`config.mk`:
```
export PLATFORM = sky130hd
export DESIGN_NAME = iamss_top
export DESIGN_NICKNAME = d
export VERILOG_FILES = /design/src/iamss_pkg.sv /design/src/iamss_brg.sv /design/src/iamss_top.sv
export SDC_FILE = /design/constraint.sdc
export NUM_CORES = 1
export LEC_CHECK = 0
export ABC_AREA = 1
export BUFFER_PORTS_ARGS = -buffer_cell sky130_fd_sc_hd__buf_2
export CORE_MARGIN = 2
export CORE_UTILIZATION = 35
export CTS_CLUSTER_SIZE = 8
export DETAILED_ROUTE_END_ITERATION = 8
export GPL_TIMING_DRIVEN = 0
export PLACE_DENSITY_LB_ADDON = 0.08
export SETUP_SLACK_MARGIN = 0.02
export SLEW_MARGIN = 20
export SYNTH_ARGS = -nofsm -noshare
export SYNTH_HDL_FRONTEND = slang
export SYNTH_HIERARCHICAL = 1
export SYNTH_SLANG_ARGS = --single-unit
```
`constraint.sdc`:
```
create_clock -name CORE_CLK_I -period 3.2 [get_ports CORE_CLK_I]
set_input_delay 0.32 -clock CORE_CLK_I [delete_from_list [all_inputs] [get_ports CORE_CLK_I]]
set_output_delay 0.32 -clock CORE_CLK_I [all_outputs]
set_load 0.005 [all_outputs]
```
`src/iamss_pkg.sv`:
```
// Package with constants and types of the acknowledge and stop sequencer.
package iamss_pkg;
  localparam int BRG_W = 8;
  localparam logic [BRG_W-1:0] BRG_RELOAD_RST = 8'h09;
  localparam logic [7:0] BUF_RST = 8'h00;

  typedef enum logic [3:0] {
    ST_IDLE, ST_ACK_LOW, ST_ACK_REL, ST_ACK_HIGH,
    ST_STP_SDA, ST_STP_WAIT, ST_STP_SCL, ST_STP_REL, ST_STP_DET, ST_STP_END
  } iamss_state_e;

  typedef struct packed {
    logic scl_oe;
    logic sda_oe;
  } iamss_line_s;
endpackage

```
`src/iamss_brg.sv`:
```
// Baud period counter that reloads and counts down to zero.
`timescale 1ns/1ns
module iamss_brg #(
  parameter int W = 8
) (
  input wire logic clk_i, // Clock.
  input wire logic srst_i, // Synchronous reset.
  input wire logic load_i, // Reload the count.
  input wire logic run_i, // Count down while high.
  input wire logic [W-1:0] reload_i, // Reload value.
  output logic done_o // Count has reached zero.
);
  logic [W-1:0] cnt_reg, cnt_next;
  initial begin
    if (W < 1) $error("width too small");
  end
  always_comb begin
    cnt_next = cnt_reg;
    if (load_i) begin
      cnt_next = reload_i;
    end else if (run_i && cnt_reg != '0) begin
      cnt_next = cnt_reg - 1'b1;
    end
  end
  always_ff @(posedge clk_i) begin
    if (srst_i) begin
      cnt_reg <= '0;
    end else begin
      cnt_reg <= cnt_next;
    end
  end
  // Done ignores load_i on purpose: the sequencer reloads in the done cycle itself.
  assign done_o = run_i && cnt_reg == '0;
endmodule

```
`src/iamss_top.sv`:
```
// Acknowledge and stop condition sequencer of the serial port master.
// How it works
// - Setting the acknowledge enable pulls SCL low and puts the acknowledge data on SDA.
// - After one baud period with the bit driven, SCL is released.
// - Once SCL reads high, one more baud period passes and SCL is pulled low again.
// - On completion the acknowledge enable clears itself, the counter stops, the port idles.
// - A buffer write during an acknowledge sets the collision flag and is dropped.
// - Between sequences SCL stays held low after the ninth clock, but is left released after a stop.
// - Setting the stop enable pulls SDA low.
// - Once SDA reads low the counter reloads and counts to zero, then SCL is released.
// - One baud period after SCL is released, SDA is released.
// - SDA read high while SCL is high sets the stop-detected flag.
// - One baud period after detection the stop enable clears and the interrupt flag sets.
// - A buffer write during a stop sets the collision flag and is dropped.
`timescale 1ns/1ns
module iamss_top
  import iamss_pkg::*;
#(
  parameter int BRG_WIDTH = iamss_pkg::BRG_W
) (
  input wire logic CORE_CLK_I, // System clock.
  input wire logic SRST_I, // Synchronous reset, active high.
  input wire logic ACK_START_I, // Pulse: set the acknowledge enable.
  input wire logic STOP_START_I, // Pulse: set the stop enable.
  input wire logic ACK_DATA_VALUE_I, // Acknowledge data value.
  input wire logic [BRG_WIDTH-1:0] BAUD_RELOAD_I, // Baud period reload count.
  input wire logic BUF_WR_I, // Pulse: write to the transfer buffer.
  input wire logic [7:0] BUF_WDATA_I, // Write data.
  input wire logic WRITE_COLLISION_FLAG_CLR_I, // Pulse: clear the collision flag.
  input wire logic STOP_DET_CLR_I, // Pulse: clear the stop-detected flag.
  input wire logic IRQ_CLR_I, // Pulse: clear the port interrupt flag.
  input wire logic SCL_I, // SCL line level.
  input wire logic SDA_I, // SDA line level.
  output logic SCL_O, // SCL output value, always low.
  output logic SCL_OE_O, // SCL driven low when high.
  output logic SDA_O, // SDA output value, always low.
  output logic SDA_OE_O, // SDA driven low when high.
  output logic ACK_SEQUENCE_ENABLE_O, // Acknowledge sequence running.
  output logic STOP_SEQUENCE_ENABLE_O, // Stop sequence running.
  output logic WRITE_COLLISION_FLAG_O, // Sticky write collision flag.
  output logic STOP_DETECTED_O, // Sticky stop-detected flag.
  output logic PORT_INTERRUPT_FLAG_O, // Sticky port interrupt flag.
  output logic [7:0] TRANSFER_BUFFER_O // Transfer buffer contents.
);
  import iamss_pkg::*;

  initial begin
    if (BRG_WIDTH < 2 || BRG_WIDTH > 16) $error("BRG_WIDTH out of range");
  end

  // Both lines read high: the bus has been let go by everyone.
  function automatic logic bus_free(input logic scl, input logic sda);
    return scl && sda;
  endfunction

  // Two-stage synchronisers for the open-drain line inputs.
  // Every line change is seen two cycles late; that delay therefore
  // lengthens the high half, it never shortens it.
  logic scl_s1_reg, scl_s2_reg, sda_s1_reg, sda_s2_reg;
  logic scl_s1_next, scl_s2_next, sda_s1_next, sda_s2_next;
  always_comb begin
    scl_s1_next = SCL_I;
    scl_s2_next = scl_s1_reg;
    sda_s1_next = SDA_I;
    sda_s2_next = sda_s1_reg;
  end
  always_ff @(posedge CORE_CLK_I) begin
    if (SRST_I) begin
      // Reset to the pull-up level, so a released bus gives no false edge.
      scl_s1_reg <= 1'b1;
      scl_s2_reg <= 1'b1;
      sda_s1_reg <= 1'b1;
      sda_s2_reg <= 1'b1;
    end else begin
      scl_s1_reg <= scl_s1_next;
      scl_s2_reg <= scl_s2_next;
      sda_s1_reg <= sda_s1_next;
      sda_s2_reg <= sda_s2_next;
    end
  end

  // Sequencer state, line drivers and the software-visible flags.
  iamss_state_e state_reg, state_next;
  iamss_line_s line_reg, line_next;
  logic ack_en_reg, ack_en_next;
  logic stp_en_reg, stp_en_next;
  logic write_collision_flag_reg, write_collision_flag_next;
  logic pdet_reg, pdet_next;
  logic irq_reg, irq_next;
  logic [7:0] buf_reg, buf_next;
  logic brg_load, brg_run, brg_done;

  // One counter times every half period, so all edges share one reload count.
  iamss_brg #(
    .W(BRG_WIDTH)
  ) u_brg (
    .clk_i(CORE_CLK_I),
    .srst_i(SRST_I),
    .load_i(brg_load),
    .run_i(brg_run),
    .reload_i(BAUD_RELOAD_I),
    .done_o(brg_done)
  );

  // Sequencer: one state per line event, the counter timing each half period.
  always_comb begin
    state_next = state_reg;
    line_next = line_reg;
    ack_en_next = ack_en_reg;
    stp_en_next = stp_en_reg;
    brg_load = 1'b0;
    brg_run = 1'b0;
    unique case (state_reg)
      ST_IDLE: begin
        // Holding SCL low keeps the bus parked after the ninth clock.
        line_next.scl_oe = 1'b1;
        if (ACK_START_I) begin
          ack_en_next = 1'b1;
          line_next.sda_oe = !ACK_DATA_VALUE_I;
          brg_load = 1'b1;
          state_next = ST_ACK_LOW;
        end else if (STOP_START_I) begin
          stp_en_next = 1'b1;
          line_next.sda_oe = 1'b1;
          state_next = ST_STP_SDA;
        end
      end

      ST_ACK_LOW: begin
        // The counter was loaded with the start, so the bit stands a full period.
        brg_run = 1'b1;
        if (brg_done) begin
          line_next.scl_oe = 1'b0;
          state_next = ST_ACK_REL;
        end
      end

      ST_ACK_REL: begin
        // Counting waits for the line, so a stretching slave holds us off.
        if (scl_s2_reg) begin
          brg_load = 1'b1;
          state_next = ST_ACK_HIGH;
        end
      end

      ST_ACK_HIGH: begin
        brg_run = 1'b1;
        if (brg_done) begin
          line_next.scl_oe = 1'b1;
          line_next.sda_oe = 1'b0;
          ack_en_next = 1'b0;
          state_next = ST_IDLE;
        end
      end

      ST_STP_SDA: begin
        // Nothing is counted until SDA really reads low at the pin.
        if (!sda_s2_reg) begin
          brg_load = 1'b1;
          state_next = ST_STP_WAIT;
        end
      end

      ST_STP_WAIT: begin
        // Reloading in the done cycle keeps the two periods back to back.
        brg_run = 1'b1;
        if (brg_done) begin
          line_next.scl_oe = 1'b0;
          brg_load = 1'b1;
          state_next = ST_STP_SCL;
        end
      end

      ST_STP_SCL: begin
        brg_run = 1'b1;
        if (brg_done) begin
          line_next.sda_oe = 1'b0;
          state_next = ST_STP_REL;
        end
      end

      ST_STP_REL: begin
        if (bus_free(scl_s2_reg, sda_s2_reg)) begin
          brg_load = 1'b1;
          state_next = ST_STP_DET;
        end
      end

      ST_STP_DET: begin
        brg_run = 1'b1;
        if (brg_done) begin
          stp_en_next = 1'b0;
          state_next = ST_STP_END;
        end
      end

      ST_STP_END: begin
        // The bus stays released after a stop until software starts again.
        line_next.scl_oe = 1'b0;
        if (ACK_START_I) begin
          // A new acknowledge pulls SCL down first, just as from idle.
          ack_en_next = 1'b1;
          line_next.scl_oe = 1'b1;
          line_next.sda_oe = !ACK_DATA_VALUE_I;
          brg_load = 1'b1;
          state_next = ST_ACK_LOW;
        end else if (STOP_START_I) begin
          stp_en_next = 1'b1;
          line_next.sda_oe = 1'b1;
          state_next = ST_STP_SDA;
        end
      end

      default: begin
        state_next = ST_IDLE;
      end
    endcase
  end

  // Sticky flags: a hardware set wins over a clear in the same cycle.
  always_comb begin
    write_collision_flag_next = write_collision_flag_reg;
    pdet_next = pdet_reg;
    irq_next = irq_reg;
    buf_next = buf_reg;
    if (WRITE_COLLISION_FLAG_CLR_I) begin
      write_collision_flag_next = 1'b0;
    end
    if (STOP_DET_CLR_I) begin
      pdet_next = 1'b0;
    end
    if (IRQ_CLR_I) begin
      irq_next = 1'b0;
    end
    // A write while a sequence runs is refused, so the shifter never sees a torn byte.
    if (BUF_WR_I) begin
      if (ack_en_reg || stp_en_reg) begin
        write_collision_flag_next = 1'b1;
      end else begin
        buf_next = BUF_WDATA_I;
      end
    end
    if (state_reg == ST_STP_REL && bus_free(scl_s2_reg, sda_s2_reg)) begin
      pdet_next = 1'b1;
    end
    if (state_reg == ST_STP_DET && brg_done) begin
      irq_next = 1'b1;
    end
  end

  // Sequencer registers.
  always_ff @(posedge CORE_CLK_I) begin
    if (SRST_I) begin
      state_reg <= ST_IDLE;
      line_reg <= '{scl_oe: 1'b0, sda_oe: 1'b0};
      ack_en_reg <= 1'b0;
      stp_en_reg <= 1'b0;
    end else begin
      state_reg <= state_next;
      line_reg <= line_next;
      ack_en_reg <= ack_en_next;
      stp_en_reg <= stp_en_next;
    end
  end

  // Flag and buffer registers.
  always_ff @(posedge CORE_CLK_I) begin
    if (SRST_I) begin
      write_collision_flag_reg <= 1'b0;
      pdet_reg <= 1'b0;
      irq_reg <= 1'b0;
      buf_reg <= BUF_RST;
    end else begin
      write_collision_flag_reg <= write_collision_flag_next;
      pdet_reg <= pdet_next;
      irq_reg <= irq_next;
      buf_reg <= buf_next;
    end
  end

  // Open-drain pins only ever pull low, so the data outputs stay zero.
  logic zero_reg, zero_next;
  always_comb begin
    zero_next = 1'b0;
  end
  always_ff @(posedge CORE_CLK_I) begin
    zero_reg <= zero_next;
  end

  assign SCL_O = zero_reg;
  assign SDA_O = zero_reg;
  assign SCL_OE_O = line_reg.scl_oe;
  assign SDA_OE_O = line_reg.sda_oe;
  assign ACK_SEQUENCE_ENABLE_O = ack_en_reg;
  assign STOP_SEQUENCE_ENABLE_O = stp_en_reg;
  assign WRITE_COLLISION_FLAG_O = write_collision_flag_reg;
  assign STOP_DETECTED_O = pdet_reg;
  assign PORT_INTERRUPT_FLAG_O = irq_reg;
  assign TRANSFER_BUFFER_O = buf_reg;
endmodule

```
# --- Word-level counts from Yosys, hierarchy flattened ---
# Index checks and enable logic that the tools add are counted.
word_totals:
  ff_bits: 31
  input_bits: 27
  output_inout_bits: 17
classes:
  addsub: 1
  n_eq_ne: 22
  muxes: 37
  n_bitwise: 1
  n_reduce_logical: 26
ops:
  columns: ["operator", "count"]
  rows:
  - ["$mux 4", 10]
  - ["$pmux 4 s9", 1]
  - ["$mux 1", 18]
  - ["$ne 2x2->1 const B", 9]
  - ["$eq 4x3->1 const B", 4]
  - ["$mux 8", 2]
  - ["$reduce_bool 2->1", 5]
  - ["$reduce_and 9->1", 1]
  - ["$eq 4x2->1 const B", 2]
  - ["$eq 4x4->1 const B", 2]
  - ["$logic_not 8->1", 1]
  - ["$reduce_and 4->1", 2]
  - ["$reduce_bool 8->1", 1]
  - ["$sub 8x1->8 const B", 1]
  - ["$ne 2x1->1 const B", 3]
  - ["$reduce_and 3->1", 2]
  - ["$logic_and 1x1->1", 5]
  - ["$pmux 1 s5", 1]
  - ["$reduce_or 5->1", 1]
  - ["$eq 4x1->1 const B", 1]
  - ["$logic_not 4->1", 1]
  - ["$pmux 1 s2", 2]
  - ["$pmux 1 s4", 1]
  - ["$reduce_bool 4->1", 1]
  - ["9 further kinds", 10]

# --- Logic depth before layout (Yosys ltp) ---
depth:
  ltp_word: 7
  depth_mapped: 17
  mapped_depth_nobuf: 17

# --- Cells and area by module ---
# Netlist, hierarchy kept.
by_module_without_submodules:
  columns: ["mod", "instances", "cells_each", "area_per_inst_um2", "seq_area_each_um2"]
  rows:
  - ["iamss_top", 1, 167, 1156.1, 460.4]
  - ["iamss_brg", 1, 101, 601.8, 160.2]

# --- Worst setup path after synthesis ---
# Ideal clock, no wire load.
synth_path:
  kind: "flip-flop to flip-flop"
  start: "reg state_reg[2]"
  end: "reg u_brg.cnt_reg[4]"
  setup_time_ps: 110
  arrival_time_ps: 2185
  path_slack_ps: 904
  stages_incl_launch_ff: 17
  n_path_buf: 1
  cell_sequence: "dfxtp_1 > inv_2 > nor2_2 > nand2_2 > and2_2 > nand2_1 > nor3b_1 > nand3_1 > o31ai_1 > inv_1 > nand4_1 > inv_2 > buf_2 > o21ai_0 > nand2_1 > inv_1 > nor2_2"
synth_between:
  elab_chain_cells: 7
synth_lines:
  columns: ["item", "line_no", "rtl"]
  rows:
  - ["start: declaration", "iamss_top.sv:83", "iamss_state_e state_reg, state_next;"]
  - ["start signal: assignment", "iamss_top.sv:259", "state_reg <= state_next;"]
  - ["$eq 4x4->1 (tied with other cells)", "iamss_top.sv:113", "unique case (state_reg)"]
  - ["$reduce_or 5->1 (no line) *", null, null]
  - ["$mux 1 *", "iamss_top.sv:113", null]
  - ["net brg_run", "iamss_top.sv:91", "logic brg_load, brg_run, brg_done;"]
  - ["$logic_and 1x1->1 *", "iamss_brg.sv:33", "assign done_o = run_i && cnt_reg == '0;"]
  - ["net brg_done", "iamss_top.sv:91", null]
  - ["$mux 1 *", "iamss_top.sv:167", "if (brg_done) begin"]
  - ["$pmux 1 s5 *", "iamss_top.sv:113", null]
  - ["net brg_load", "iamss_top.sv:91", null]
  - ["$mux 8 / $reduce_bool 2->1 (equally long branches)", null, null]
  - ["end signal: assignment", "iamss_brg.sv:29", "cnt_reg <= cnt_next;"]
  - ["end: declaration", "iamss_brg.sv:13", "logic [W-1:0] cnt_reg, cnt_next;"]
# The timed path passes the listed nets; every way through them passes the cells marked *.
# A chain may end at the register's enable or synchronous reset.

# --- Final worst setup path ---
layout_path:
  start: "reg state_reg[1]"
  end: "reg u_brg.cnt_reg[4]"
# Same word-level chain as after synthesis.

==> reports/qor.csv <==
stage,metric,value,unit
placement,Placed Area,2050,um2
global_routing,vias in the first global route,1521,
synthesis,post-synthesis cell type count,34,
die,CORE AREA,4790,um2
setup_path,"Critical Path, Cell by Cell",nor2_1 > nand3_1 > and2_2 > nand2_1 > nor3b_1 > nand3_1 > o31ai_1 > inv_1 > nand4_1 > inv_2 > buf_2 > o21ai_0 > nand2_1 > inv_1 > nor2_2,
setup_path,Worst Setup Path Type,reg -> reg,
synthesis,leading area contributor after synthesis,dfxtp_1,
die,initial core utilization,36.7,%
placement,Place WS,0.480,ns
global_routing,GRT Residual Overflow,0,
route,vias per std cell,4.44,
die,Die W,74.9,um
timing,Tcrit/Tclk final,86.2,%
final_layout,ratio of cells with drive above 1 in the final layout,28.0,%
cts,clk buf depth,2,
final_layout,fillers,544,
cts,Post-CTS Resized,0,
route,DR vias,1710,
cts,clock latency at the later pin of the worst-skew pair,0.28,ns
timing,PnR worst setup slack,0.442,ns
route,routed len/inst,10.4,um
synthesis,synthesized instance count,268,
final_layout,Diodes inserted,0,
route,Final ANT Viol Nets,0,
timing,min Tclk post-route,2.76,ns
placement,GP Congestion,0.818,
global_routing,first-pass GRT wire length,6.57,mm
final_layout,"Design Area, Final",2130,um2
synthesis,register bit total from synthesis,31,
synthesis,Mapped Area,1760,um2
route,Post-Route WL,4.00,mm
setup_path,crit path DAT,2.94,ns
placement,dpl hpwl,3.08,mm
pwr,pwr dens,916,nW/um2
timing,final hold slack,0.220,ns
synthesis,"Seq/Total Area, Yosys",35.3,%
setup_path,worst-path maximum fanout,10,
global_routing,largest net degree at the start of global routing,11,
timing,fmax,363,MHz
synthesis,syn_area_per_cell,6.56,um2
pwr,Peak VDD IR,0.352,mV
route,router iterations before antenna repair,4,
route,First DRT Iteration DRCs,68,
synthesis,post-synth top area share,35.3,%
timing,Fin. Hold Viols,0,
cts,Sink Count,31,
global_routing,Global Route Usage Sum,15.3,%
setup_path,CP Data Required Time,3.38,ns
die,Die Span Y,74.9,um
setup_path,worst stage delay on the critical path,0.42,ns
timing,# setup viols final,0,
hold_path,Hold WC Path Type,in -> reg,
die,Core Rows,25,
final_layout,Final nets,345,
cts,TritonCTS buffer count,5,
setup_path,Crit. End Element,flop,
cts,clock transition at the registers of the reported paths,0.07,ns
setup_path,Critical Path Source Type,flop,
setup_path,Worst path slowest cell,nor3b_1,
die,I/O Pins,44,
cts,htree depth,2,
synthesis,yosys warns,6,
synthesis,synth top area cells,"dfxtp_1 (35%), nor2_1 (12%), nand2_1 (10%)",
timing,Clock Skew,0.00589,ns
route,# DRC,0,
placement,Port Buffers,41,
cts,root buf cell,clkbuf_8,
die,die area,5610,um2
final_layout,Area Growth Syn to Fin,21.4,%
timing,RSZ-0062 raised after global routing,no,
timing,Setup TNS,0,ns
cts,hold_buf cts,0,
timing,max-slew violation count,0,
global_routing,initial antenna violation count,0,
job,Max Cap Viol,0,
cts,setup bufs post-CTS,0,
run_status,status,"complete, no violations",
pwr,leak pwr,0.00111,uW
cts,CTS tree,done,
-- logic make-up (layout without fill, tap and decap cells) --
logic type                 count (synthesis)  in the layout  synth area share [%]
adders and majority gates                  1              1                 0.712
buffers and inverters                     40             89                  9.39
other                                      1              2                 0.213
xor gates and xnor gates                   2              2                 0.997
DFF                                       31             31                  35.3
AOI/OAI and AO/OA                         35             35                  10.7
and+or+nand+nor                          158            158                  42.6
-- power breakdown --
part / total (uW) / switching [uW] / internal, uW
Clock: 295 / 146 / 149
Combinational: 1070 / 673 / 393
Sequential: 593 / 93.2 / 500
-- placed cells by master, fill, tap and decap left out, types with 3 or more instances in the layout --
| cell | instances |
|---|---|
| inv_1 | 29 |
| nand3_1 | 18 |
| or2_2 | 5 |
| buf_4 | 3 |
| nand2_4 | 5 |
| dfxtp_1 | 31 |
| a21oi_1 | 8 |
| nor2_2 | 6 |
| nor2_1 | 56 |
| clkinv_2 | 3 |
| inv_2 | 5 |
| o21ai_0 | 20 |
| clkbuf_8 | 5 |
| nand2_2 | 8 |
| nand2_1 | 49 |
| buf_2 | 42 |
-- layout make-up --
type | count | area, um2 | area share (%)
buffer | 5 | 31.3 | 1.47
inverter | 35 | 134 | 6.27
tap | 67 | 83.8 | 3.93
multi-input combinational | 198 | 976 | 45.7
clock inverter | 3 | 15.0 | 0.703
timing repair buffer | 41 | 205 | 9.61
clock buffer | 5 | 68.8 | 3.22
sequential | 31 | 621 | 29.1
-- path summary, 6_finish.rpt --
| path | start | endpoint | slack, ns | cells after the start |
|---|---|---|---|---|
| max | state_reg[1] | u_brg/cnt_reg[4] | 0.44 | 15 |
| min | SCL_I | scl_s1_reg | 0.22 | 2 |
| max reg2reg | state_reg[1] | u_brg/cnt_reg[4] | 0.44 | 15 |
| min reg2reg | sda_s1_reg | sda_s2_reg | 0.41 | 1 |
-- synthesized netlist by cell type --
library cell	count
inv_4	1
o21ai_1	2
and2_2	1
o31ai_1	1
buf_4	3
nand4_2	1
nand2_2	8
ha_1	1
o21ai_0	20
nand3_1	18
and2_1	1
nand2_4	5
nor2_1	56
inv_1	29
inv_2	5
nor2_2	6
o211ai_1	1
or2_2	5
xor2_1	2
conb_1	1
nand3b_1	1
a21oi_2	1
a21oi_1	8
a211oi_1	1
nand2_1	49
buf_2	1
nand4_1	2
nor3_1	1
nor2_4	1
nor3b_1	1
o21a_1	1
nand3_2	2
dfxtp_1	31
clkbuf_1	1
-- metrics by stage --
| stage | util, % | power (uW) | instances |
|---|---|---|---|
| after global routing | 44.6 | 2170 | 385 |
| after global placement | 42.8 | 1670 | 377 |
| after CTS | 44.6 | 1980 | 385 |
| after detailed placement | 42.8 | 1670 | 377 |
| after floorplan | - | 1420 | 269 |
| final | 44.6 | 1950 | 385 |
-- routing by layer --
layer,vias to the layer above,global-route usage [%],share of wire (%)
met5,-,0,0
met1,737,20.1,48
met4,0,5.36,0.90
li1,939,-,-
met2,30,24.2,47
met3,4,4.15,4.3
-- worst max-delay path: cells and delay by family, from the launching register on --
family	cells	cell delay, ns
AND/OR/NAND/NOR	9	1.61
buffers and inverters	4	0.43
flip-flops	1	0.34
AO/OA/AOI/OAI	2	0.26
No activity file was read; power rests on OpenSTA's default activity.
